## config.mk

```make
export PLATFORM = sky130hd
export DESIGN_NAME = scpm_pin_mux
export DESIGN_NICKNAME = d
export VERILOG_FILES = /design/src/scpm_pin_mux.v
export VERILOG_INCLUDE_DIRS = /design/src /design/src/shared
export SDC_FILE = /design/constraint.sdc
export NUM_CORES = 1
export LEC_CHECK = 0
export BUFFER_PORTS_ARGS = -buffer_cell sky130_fd_sc_hd__buf_2
export CAP_MARGIN = 20
export CORE_UTILIZATION = 35
export DETAILED_ROUTE_END_ITERATION = 6
export HOLD_SLACK_MARGIN = 0.1
export SETUP_SLACK_MARGIN = 0.05
export SKIP_CTS_REPAIR_TIMING = 1
export SLEW_MARGIN = 20
export SYNTH_ARGS = -nofsm -noshare
export SYNTH_HDL_FRONTEND = slang
export SYNTH_SLANG_ARGS = --single-unit
export TNS_END_PERCENT = 5
```

## constraint.sdc

```tcl
create_clock -name clk -period 1.2 [get_ports clk]
set_clock_uncertainty 0.05 [all_clocks]
set_input_delay 0.24 -clock clk [delete_from_list [all_inputs] [get_ports clk]]
set_output_delay 0.24 -clock clk [all_outputs]
set_load 0.01 [all_outputs]
```

## src/shared/scpm_regs.vh

```
// Register map, field positions and encodings of the serial pin mux
`ifndef SCPM_REGS_VH
`define SCPM_REGS_VH
`define SCPM_ADDR_W          4
`define SCPM_DATA_W          8
`define SCPM_ZERO            8'h00
// Register addresses
`define SCPM_A_ENABLE_STATUS 4'h0
`define SCPM_A_START_TRIG    4'h1
`define SCPM_A_STOP_TRIG     4'h2
`define SCPM_A_CH0_MODE      4'h3
`define SCPM_A_CH1_MODE      4'h4
`define SCPM_A_OUT_CTRL      4'h5
`define SCPM_A_PORT_DIR      4'h6
`define SCPM_A_PORT_LATCH    4'h7
`define SCPM_A_PIN_STATE     4'h8
// Channel bit positions in status and trigger registers
`define SCPM_CH0             0
`define SCPM_CH1             1
// Mode register fields
`define SCPM_MD_LO           0
`define SCPM_MD_HI           1
`define SCPM_TXE_BIT         2
`define SCPM_RXE_BIT         3
`define SCPM_MASTER_BIT      4
// Output control fields
`define SCPM_SOE_BIT         0
`define SCPM_SO_BIT          1
`define SCPM_CKO_BIT         2
// Port bits: clock, input, output pins
`define SCPM_PIN_CLK         0
`define SCPM_PIN_IN          1
`define SCPM_PIN_OUT         2
// Function select codes
`define SCPM_MD_CSI          2'h0
`define SCPM_MD_UART         2'h1
// Reset values
`define SCPM_MODE_RST        5'h00
`define SCPM_CH1_MODE_RST    5'h01
`define SCPM_OUT_RST         3'h6
`define SCPM_DIR_RST         3'h7
`define SCPM_LATCH_RST       3'h0
`define SCPM_STATUS_RST      2'h0
// Register widths
`define SCPM_MODE_W          5
`define SCPM_CTRL_W          3
`endif

```

## src/scpm_pin_mux.v

```verilog
// Pin function selection for serial channels 0 and 1 with register port
`timescale 1ns/100ps
`default_nettype none
`include "scpm_regs.vh"
module scpm_pin_mux (
  input  wire       clk,
  input  wire       rst,
  input  wire [3:0] addr,
  input  wire [7:0] wdata,
  input  wire       wr,
  input  wire       rd,
  output reg  [7:0] rdata,
  // Serial engine side
  input  wire       engine_clock_level,
  input  wire       engine_data_level,
  output wire       clocked_rx_data,
  output wire       async_rx_data,
  output wire       clocked_clock_in,
  // Port/interrupt side
  output wire       ext_interrupt_a,
  output wire       ext_interrupt_b,
  // Pins: in, out, output enable
  input  wire       serial_clock_pin_in,
  output wire       serial_clock_pin_out,
  output wire       serial_clock_pin_oe,
  input  wire       serial_input_pin_in,
  output wire       serial_input_pin_out,
  output wire       serial_input_pin_oe,
  input  wire       serial_output_pin_in,
  output wire       serial_output_pin_out,
  output wire       serial_output_pin_oe
);

  reg  [1:0] unit_enable_status;
  reg  [1:0] next_unit_enable_status;
  wire [4:0] ch0_mode;
  wire [4:0] ch1_mode;
  wire [2:0] out_ctrl;
  wire [2:0] port_dir;
  wire [2:0] port_latch;
  wire [2:0] pin_in;
  wire       wr_start;
  wire       wr_stop;
  wire       wr_ch0_mode;
  wire       wr_ch1_mode;
  wire       wr_out_ctrl;
  wire       wr_port_dir;
  wire       wr_port_latch;

  assign pin_in = {serial_output_pin_in, serial_input_pin_in, serial_clock_pin_in};

  // One strobe per writable register; status, pin state and unmapped addresses fall through
  assign wr_start      = wr && (addr == `SCPM_A_START_TRIG);
  assign wr_stop       = wr && (addr == `SCPM_A_STOP_TRIG);
  assign wr_ch0_mode   = wr && (addr == `SCPM_A_CH0_MODE);
  assign wr_ch1_mode   = wr && (addr == `SCPM_A_CH1_MODE);
  assign wr_out_ctrl   = wr && (addr == `SCPM_A_OUT_CTRL);
  assign wr_port_dir   = wr && (addr == `SCPM_A_PORT_DIR);
  assign wr_port_latch = wr && (addr == `SCPM_A_PORT_LATCH);

  // Triggers act as set and clear masks; status itself ignores writes
  always @* begin
    next_unit_enable_status = unit_enable_status;
    if (wr_start) begin
      next_unit_enable_status = unit_enable_status | wdata[1:0];
    end else if (wr_stop) begin
      next_unit_enable_status = unit_enable_status & ~wdata[1:0];
    end
  end

  always @(posedge clk or posedge rst) begin
    if (rst) begin
      unit_enable_status <= `SCPM_STATUS_RST;
    end else begin
      unit_enable_status <= next_unit_enable_status;
    end
  end

  // Channel 0 mode: function, enables, master
  scpm_cfg_reg #(
    .WIDTH (`SCPM_MODE_W),
    .RESET (`SCPM_MODE_RST)
  ) i_ch0_mode (
    .clk   (clk),
    .rst   (rst),
    .load  (wr_ch0_mode),
    .value (wdata[4:0]),
    .q     (ch0_mode)
  );

  // Channel 1 mode: resets into stopped async function
  scpm_cfg_reg #(
    .WIDTH (`SCPM_MODE_W),
    .RESET (`SCPM_CH1_MODE_RST)
  ) i_ch1_mode (
    .clk   (clk),
    .rst   (rst),
    .load  (wr_ch1_mode),
    .value (wdata[4:0]),
    .q     (ch1_mode)
  );

  // Output control: enable, data level, clock level
  scpm_cfg_reg #(
    .WIDTH (`SCPM_CTRL_W),
    .RESET (`SCPM_OUT_RST)
  ) i_out_ctrl (
    .clk   (clk),
    .rst   (rst),
    .load  (wr_out_ctrl),
    .value (wdata[2:0]),
    .q     (out_ctrl)
  );

  // Pin directions; all pins come out of reset as inputs
  scpm_cfg_reg #(
    .WIDTH (`SCPM_CTRL_W),
    .RESET (`SCPM_DIR_RST)
  ) i_port_dir (
    .clk   (clk),
    .rst   (rst),
    .load  (wr_port_dir),
    .value (wdata[2:0]),
    .q     (port_dir)
  );

  scpm_cfg_reg #(
    .WIDTH (`SCPM_CTRL_W),
    .RESET (`SCPM_LATCH_RST)
  ) i_port_latch (
    .clk   (clk),
    .rst   (rst),
    .load  (wr_port_latch),
    .value (wdata[2:0]),
    .q     (port_latch)
  );

  // Decoded channel state
  wire [1:0] ch0_md;
  wire [1:0] ch1_md;
  wire       ch0_on;
  wire       ch1_on;
  wire       ch0_txe;
  wire       ch0_rxe;
  wire       ch1_rxe;
  wire       master;
  wire       serial_output_enable;

  assign ch0_md  = ch0_mode[`SCPM_MD_HI:`SCPM_MD_LO];
  assign ch1_md  = ch1_mode[`SCPM_MD_HI:`SCPM_MD_LO];
  assign ch0_on  = unit_enable_status[`SCPM_CH0];
  assign ch1_on  = unit_enable_status[`SCPM_CH1];
  assign ch0_txe = ch0_mode[`SCPM_TXE_BIT];
  assign ch0_rxe = ch0_mode[`SCPM_RXE_BIT];
  assign ch1_rxe = ch1_mode[`SCPM_RXE_BIT];
  assign master  = ch0_mode[`SCPM_MASTER_BIT];
  assign serial_output_enable     = out_ctrl[`SCPM_SOE_BIT];

  wire       csi_on;
  wire       uart_tx_on;
  wire       uart_rx_on;
  wire       csi_rx_on;
  wire       sck_out_on;
  wire       so_on;
  wire       clk_level;
  wire       so_level;
  wire       serial_owns_in;

  assign csi_on     = ch0_on && (ch0_md == `SCPM_MD_CSI);
  assign uart_tx_on = ch0_on && (ch0_md == `SCPM_MD_UART) && ch0_txe;
  // Clocked mode takes priority over async receive on the shared input
  assign uart_rx_on = ch1_on && (ch1_md == `SCPM_MD_UART) && ch1_rxe && !csi_on;
  assign csi_rx_on  = csi_on && ch0_rxe;
  assign sck_out_on = csi_on && master;
  assign so_on      = (csi_on && ch0_txe && serial_output_enable) || (uart_tx_on && serial_output_enable);
  assign serial_owns_in = csi_rx_on | uart_rx_on;

  // Clock level held high in slave and async modes
  assign clk_level = sck_out_on ? (engine_clock_level & out_ctrl[`SCPM_CKO_BIT]) : 1'b1;
  assign so_level  = so_on ? engine_data_level : out_ctrl[`SCPM_SO_BIT];

  // Clock pin: master clock out, else port latch per direction
  scpm_pin_cell i_clock_pin (
    .serial_drive (sck_out_on),
    .serial_level (clk_level),
    .serial_claim (1'b0),
    .dir_input    (port_dir[`SCPM_PIN_CLK]),
    .latch_level  (port_latch[`SCPM_PIN_CLK]),
    .pin_out      (serial_clock_pin_out),
    .pin_oe       (serial_clock_pin_oe)
  );

  // Input pin: never driven while a receiver listens on it
  scpm_pin_cell i_input_pin (
    .serial_drive (1'b0),
    .serial_level (1'b1),
    .serial_claim (serial_owns_in),
    .dir_input    (port_dir[`SCPM_PIN_IN]),
    .latch_level  (port_latch[`SCPM_PIN_IN]),
    .pin_out      (serial_input_pin_out),
    .pin_oe       (serial_input_pin_oe)
  );

  // Output pin: serial data when transmitting with output enabled
  scpm_pin_cell i_output_pin (
    .serial_drive (so_on),
    .serial_level (so_level),
    .serial_claim (1'b0),
    .dir_input    (port_dir[`SCPM_PIN_OUT]),
    .latch_level  (port_latch[`SCPM_PIN_OUT]),
    .pin_out      (serial_output_pin_out),
    .pin_oe       (serial_output_pin_oe)
  );

  // Inputs gated so idle engines see a quiet line
  assign clocked_clock_in = (csi_on && !master) ? serial_clock_pin_in : 1'b1;
  assign clocked_rx_data  = csi_rx_on ? serial_input_pin_in : 1'b1;
  assign async_rx_data    = uart_rx_on ? serial_input_pin_in : 1'b1;
  // Interrupt paths only while the pin is not a serial function
  assign ext_interrupt_a  = csi_on ? 1'b0 : serial_clock_pin_in;
  assign ext_interrupt_b  = serial_owns_in ? 1'b0 : serial_input_pin_in;

  always @(posedge clk or posedge rst) begin
    if (rst) begin
      rdata <= `SCPM_ZERO;
    end else if (rd) begin
      case (addr)
        `SCPM_A_ENABLE_STATUS: begin
          rdata <= {6'h00, unit_enable_status};
        end
        `SCPM_A_CH0_MODE: begin
          rdata <= {3'h0, ch0_mode};
        end
        `SCPM_A_CH1_MODE: begin
          rdata <= {3'h0, ch1_mode};
        end
        `SCPM_A_OUT_CTRL: begin
          rdata <= {5'h00, out_ctrl};
        end
        `SCPM_A_PORT_DIR: begin
          rdata <= {5'h00, port_dir};
        end
        `SCPM_A_PORT_LATCH: begin
          rdata <= {5'h00, port_latch};
        end
        `SCPM_A_PIN_STATE: begin
          rdata <= {5'h00, pin_in};
        end
        default: begin
          rdata <= `SCPM_ZERO;
        end
      endcase
    end else begin
      // Zero outside the read slot, so stale data never lingers
      rdata <= `SCPM_ZERO;
    end
  end

endmodule // scpm_pin_mux

// Loadable configuration register with asynchronous reset
module scpm_cfg_reg #(
  parameter             WIDTH = 5,
  parameter [WIDTH-1:0] RESET = {WIDTH{1'b0}}
) (
  input  wire             clk,
  input  wire             rst,
  input  wire             load,
  input  wire [WIDTH-1:0] value,
  output reg  [WIDTH-1:0] q
);

  always @(posedge clk or posedge rst) begin
    if (rst) begin
      q <= RESET;
    end else if (load) begin
      q <= value;
    end
  end

endmodule // scpm_cfg_reg

// One shared pin: serial function, else port latch when set as output
module scpm_pin_cell (
  input  wire serial_drive,
  input  wire serial_level,
  input  wire serial_claim,
  input  wire dir_input,
  input  wire latch_level,
  output wire pin_out,
  output wire pin_oe
);

  assign pin_out = serial_drive ? serial_level : latch_level;
  // A receiver claiming the pin keeps the port latch off it
  assign pin_oe  = serial_drive | (~dir_input & ~serial_claim);

endmodule // scpm_pin_cell
`default_nettype wire

```

==> flow_summary.ini, run 1 <==
[clock_network]
cts-root-buf = clkbuf_8
cts_tree = yes
htreeDepth = 1
cts.sinks = 26
clk_pin_slew_ns = 0.10
clock_latency_ns = 0.28
clk_path_buf_depth = 2
cts_made_buffers = 3

[yosys]
synthDistinctLibCells = 38
synth_compound_area_share_pct = 10.54
syn_avg_cell_area_um2 = 11.15
synth_ff_type = dfrtp_1
synth_area_um2 = 1460
ys_warn_count = 0
synth-xor-area-share_pct = 0.5998
yosysTopAreaCellShare_pct = 34.28
synth_fa_ha_area_share_pct = 0
ys_ff_latch = 26
synth_top_area_cell = dfrtp_1
synthTopCellsByArea = dfrtp_1, mux2_2, dfstp_2
async_flop_share_pct = 100.0
synthMuxAreaShare_pct = 18.85
postSynthCellCount = 131
synth_simple_gate_area_share_pct = 19.28
synth_top_family_by_area = simple AND/OR/NAND/NOR gates
ys_seq_area_share_pct = 45.07
synth_edf_count = 0

[pwr]
sw_frac_of_total_pct = 28.48
powerDensity_nw_per_um2 = 1358
clkPwrFrac_pct = 26.9
p_switching_w = 0.0007945
p_int_w = 0.001996
power_leakage_nw = 0.9541
power_frac_comb_pct = 30.5
power_frac_seq_pct = 42.7
vdd_drop_max_v = 0.0007761

[route]
drt_pass1_iterations = 4
vias_per_cell = 5.251
drc = 0
totalWireLength_um = 3917
avgRoutedWirePerCell_um = 15.61
drt_iter0_markers = 43
vias = 1318
ant_nets = 0

[setup_path]
path_max_fanout = 5
crit_path_start = i_ch0_mode.q[1]
slowest_stage = dfrtp_1
reg2reg_to = rdata[0]
r2r_cells = 4
rrSetupSlack_ns = -0.05
max_stage_delay_ns = 0.43
crit_required_ns = 0.91
path_cells = nor3b_4, buf_4, nand3_1, buf_2
critPathArrivalTime_ns = 1.45
r2r_start = i_ch0_mode.q[0]
startpoint_type = flip-flop
endpoint_kind = output port
critPathKind = reg -> out

[final_layout]
multi_input_area_um2 = 775.7
finalInstanceArea_um2 = 2054
drive_gt1_share_pct = 56.22
seq_area_um2 = 658.1
stdcell_count = 251
syn2layout_area_growth_pct = 40.70
nets = 223
diodes = 0
nFillCells = 377

[worst_hold_path]
min_to = i_ch0_mode.q[3]
holdPathStages = 2
worstHoldStart = wdata[3]
hold_class = in -> reg

[flow_run]
maxCapViolations = 0

[sta]
finalCriticalPeriod_ns = 1.743
hold_viol_final = 0
maxSlewViolCount = 0
finalCritPeriodShare_pct = 145.3
grt_setup_unrepaired = yes
fmax_mhz = 573.7
finalSetupViolCount = 11
whs_ns = 0.1587
fin_ws_ns = -0.5430

[floorplanning]
ios = 40
core.rowCount = 23
core_um2 = 4000
die_y_um = 66.59
die-area_um2 = 4434
dieWidth_um = 66.59
floorplan.initialDensity_pct = 36.50

[placement]
placedCellCount = 246
postPlaceCellArea_um2 = 1943
place_congestion = 0.8153
dp_slack_ns = -0.2802
dpl.hpwl_um = 3006
portBuffers = 33

[run_status]
outcome = finished, violations left
violations = negative setup slack

[grt]
grt_max_degree = 27
grt_usage_pct = 18.92
grt_pass1_vias = 1318
overflow = 0
antenna_found_initial = 0
grt_pass1_wl_um = 6189
cells in the mapped netlist (4+ instances only):
master and instances:
nand2_1 8, a21o_1 4, dfstp_2 6, nor2_1 6
nand4_1 4, nand4b_1 4, dfrtp_1 20, mux2i_1 5
inv_1 4, buf_4 5, mux2_2 20
critical path, delay by kind of cell, from the launching register on:
| family | cells | cell delay (ns) |
|---|---|---|
| and+or+nand+nor | 2 | 0.39 |
| DFF | 1 | 0.43 |
| buffers and inverters | 2 | 0.35 |
per-stage QoR:
step           util (%)  TNS [ns]  total power, W
6_report          51.36    -4.762        0.002790
4_1_cts           50.36    -5.222        0.002790
3_5_place_dp      48.58    -6.525        0.002036
5_1_grt           51.36    -5.819        0.002928
2_1_floorplan         -    -1.256        0.001617
3_3_place_gp      48.58    -5.618        0.002010
cell families (layout without fill, tap and decap cells):
kind of cell | after synthesis | count (layout)
simple gates | 44 | 44
flops | 26 | 26
mux | 25 | 25
compound gates | 21 | 21
buf+inv | 13 | 81
other cells | 1 | 3
xor+xnor | 1 | 1
area by class of cell:
| type | count | share of cell area, % |
|---|---|---|
| Multi-Input combinational cell | 94 | 37.76 |
| Tap cell | 50 | 3.045 |
| Clock buffer | 3 | 2.010 |
| Sequential cell | 26 | 32.03 |
| Clock inverter | 1 | 1.462 |
| Inverter | 4 | 0.7308 |
| Timing Repair Buffer | 73 | 22.96 |
state kept, by name, indices dropped and copies added (netlist names), named ones only:
signal	flops
i_ch1_mode.q	5
i_ch0_mode.q	5
i_out_ctrl.q	3
i_port_latch.q	3
i_port_dir.q	3
rdata	5
how the worst max path moves through the flow:
stage	endpoint	slack, ns	depth (start not counted)
2_1_floorplan	serial_clock_pin_out	-0.17	3
3_3_place_gp	rdata[1]	-0.23	4
3_5_place_dp	i_out_ctrl.q[0]	-0.28	5
4_1_cts	clocked_rx_data	-0.57	4
5_1_grt	clocked_rx_data	-0.64	4
6_report	clocked_rx_data	-0.54	4
cells in the final DEF (no fill, tap or decap), types with 3 or more instances in the layout:
cell / n
nand2_1: 7
inv_1: 4
a21oi_1: 3
nand4_1: 4
a21o_1: 4
conb_1: 3
nand3_1: 3
clkbuf_8: 3
buf_4: 38
mux2i_1: 4
mux2_2: 20
dfrtp_1: 20
nand4b_1: 4
nor2b_1: 3
nor2_1: 5
buf_2: 33
dfstp_2: 6
metal layers:
| metal | track usage [%] | share of wire (%) | vias to the layer above |
|---|---|---|---|
| met1 | 22.00 | 43 | 649 |
| met5 | 0 | 0 | - |
| met4 | 6.117 | 1.3 | 0 |
| met3 | 2.568 | 4.1 | 4 |
| met2 | 35.10 | 52 | 41 |
| li1 | - | - | 624 |
power groups by stage:
stage | clock network, W | registers (W) | logic [W]
2_1_floorplan | 0 | 0.00118 | 0.000437
3_3_place_gp | 0 | 0.00119 | 0.000817
3_5_place_dp | 0 | 0.00120 | 0.000832
4_1_cts | 0.000768 | 0.00119 | 0.000835
5_1_grt | 0.000793 | 0.00121 | 0.000925
6_report | 0.000750 | 0.00119 | 0.000850
Note: power is estimated with default switching activity, not from simulation.
==> run 2: changes to the inputs <==
Settings changed: CELL_PAD_IN_SITES_DETAIL_PLACEMENT set to 1, CELL_PAD_IN_SITES_GLOBAL_PLACEMENT set to 1, PLACE_DENSITY_LB_ADDON set to 0.1, SETUP_SLACK_MARGIN 0.05 to not set.
==> run 2 against run 1 <==
Effect of this change: the flow still finishes with violations (negative setup slack); final area is 0.79% higher; worst hold slack worse by 0.0068 ns; core utilization is 0.41 points higher; wire length is 13% higher; final cell count is 0.40% higher; clock power is 0.8% lower; critical path depth stayed put; register-to-register slack worse by 0.07 ns; global-route usage is 3.3 points higher; combinational power is 8.6% higher; via count stayed put; critical path type unchanged; largest cell class unchanged; highest routed layer unchanged.
==> flow_summary.ini, run 2 (same netlist as run 1, synthesis figures left out) <==
[run_status]
outcome = finished, violations left
violations = negative setup slack

[route]
vias = 1318
avgRoutedWirePerCell_um = 17.58
drt_pass1_iterations = 4
ant_nets = 0
routed.top_layer = met4
m1WireLength_um = 1840
drc = 0
drt_iter0_markers = 53
met3WireLength_um = 179
vias_per_cell = 5.230
totalWireLength_um = 4430
wl_met2_um = 2347

[flow_run]
maxCapViolations = 0

[final_layout]
diodes = 0
drive_gt1_share_pct = 55.94
layout_commonest_cell = buf_4
top_regs = i_ch0_mode.q (5), i_ch1_mode.q (5), rdata (5)
nets = 224
mostFrequentLayoutCells = buf_4, buf_2, mux2_2, dfrtp_1, nand2_1
nFillCells = 469
multi_input_area_um2 = 778.2
syn2layout_area_growth_pct = 41.82
seq_area_um2 = 658.1

[setup_path]
r2r_cells = 3
r2r_start = i_port_dir.q[1]
crit_family = flip-flops
rrSetupSlack_ns = -0.12
max_stage_delay_ns = 0.43
startpoint_type = flip-flop
reg2reg_to = rdata[1]
critPathKind = reg -> out
slowest_stage = dfrtp_1
critPathArrivalTime_ns = 1.47
endpoint_kind = output port
crit_required_ns = 0.91
path_max_fanout = 5
path_buf_inv = 1
path_cells = nor3b_4, nor2_2, a211oi_2, buf_2

[worst_hold_path]
min_to = i_ch0_mode.q[3]
worstHoldStart = wdata[3]
holdPathStages = 2
hold_class = in -> reg

[placement]
dp_slack_ns = -0.3030
dpl.hpwl_um = 3427
portBuffers = 33
place_congestion = 0.8569

[pwr]
power_leakage_nw = 0.9671
powerDensity_nw_per_um2 = 1382
vdd_drop_max_v = 0.0008321

[grt]
grt_max_degree = 27
overflow = 0
grt_pass1_wl_um = 7079
antenna_found_initial = 0
grt_pass1_vias = 1393
grt_usage_pct = 22.24

[sta]
grt_setup_unrepaired = yes
hold_viol_final = 0
maxSlewViolCount = 0
finalCritPeriodShare_pct = 146.4
whs_ns = 0.1519
fin_ws_ns = -0.5564
finalSetupViolCount = 12
finalCriticalPeriod_ns = 1.756
fmax_mhz = 569.4

[floorplanning]
floorplan.initialDensity_pct = 36.50
die_y_um = 66.59
core_um2 = 4000
ios = 40
core.rowCount = 23
dieWidth_um = 66.59
die-area_um2 = 4434

[clock_network]
cts_tree = yes
htreeDepth = 1
cts-root-buf = clkbuf_8
clock_latency_ns = 0.28
clk_path_buf_depth = 2
cts_made_buffers = 3
clk_pin_slew_ns = 0.09
cts.sinks = 26
-- run 2: per-layer routing --
layer,up-vias,GRT usage (%)
met2,38,40.28
met5,-,0
met4,0,7.181
met1,649,26.67
li1,625,-
met3,6,3.082
-- run 2: worst register-to-register path: stages, from the launching register on --
cell      delay, ns
dfstp_2        0.54
mux2i_1        0.10
o22a_1         0.21
a311oi_1       0.31
-- run 2: cell type report --
| class | instances | area share, % |
|---|---|---|
| Multi-Input combinational cell | 94 | 37.58 |
| Clock buffer | 3 | 1.994 |
| Clock inverter | 1 | 1.450 |
| Inverter | 4 | 0.7251 |
| Tap cell | 50 | 3.021 |
| Sequential cell | 26 | 31.78 |
| Timing Repair Buffer | 74 | 23.44 |
-- run 2: report_power, final --
part | switching, W | internal (W)
Sequential | 0.000129 | 0.00107
Clock | 0.000297 | 0.000447
Combinational | 0.000400 | 0.000523
Total | 0.000826 | 0.00204
-- run 2: worst max-delay path by stage --
stage	from	endpoint	cells past startpoint
6_report	i_ch0_mode.q[1]	ext_interrupt_b	4
5_1_grt	i_ch0_mode.q[1]	serial_clock_pin_out	4
4_1_cts	i_ch0_mode.q[1]	serial_clock_pin_out	4
3_5_place_dp	addr[0]	rdata[1]	4
3_3_place_gp	i_ch0_mode.q[1]	serial_clock_pin_out	4
2_1_floorplan	i_ch0_mode.q[1]	serial_clock_pin_out	3
-- run 2: stage by stage --
stage | utilization (%) | total power (W) | std cells | area (µm²) | TNS, ns
finish | 51.77 | 0.002862 | 252 | 2071 | -5.122
global route | 51.77 | 0.003010 | 252 | 2071 | -6.032
CTS | 50.17 | 0.002824 | 249 | 2007 | -5.392
detailed placement | 48.39 | 0.002069 | 245 | 1936 | -7.368
global placement | 48.39 | 0.002027 | 245 | 1936 | -6.326
floorplan | - | 0.001617 | 133 | 1486 | -1.256
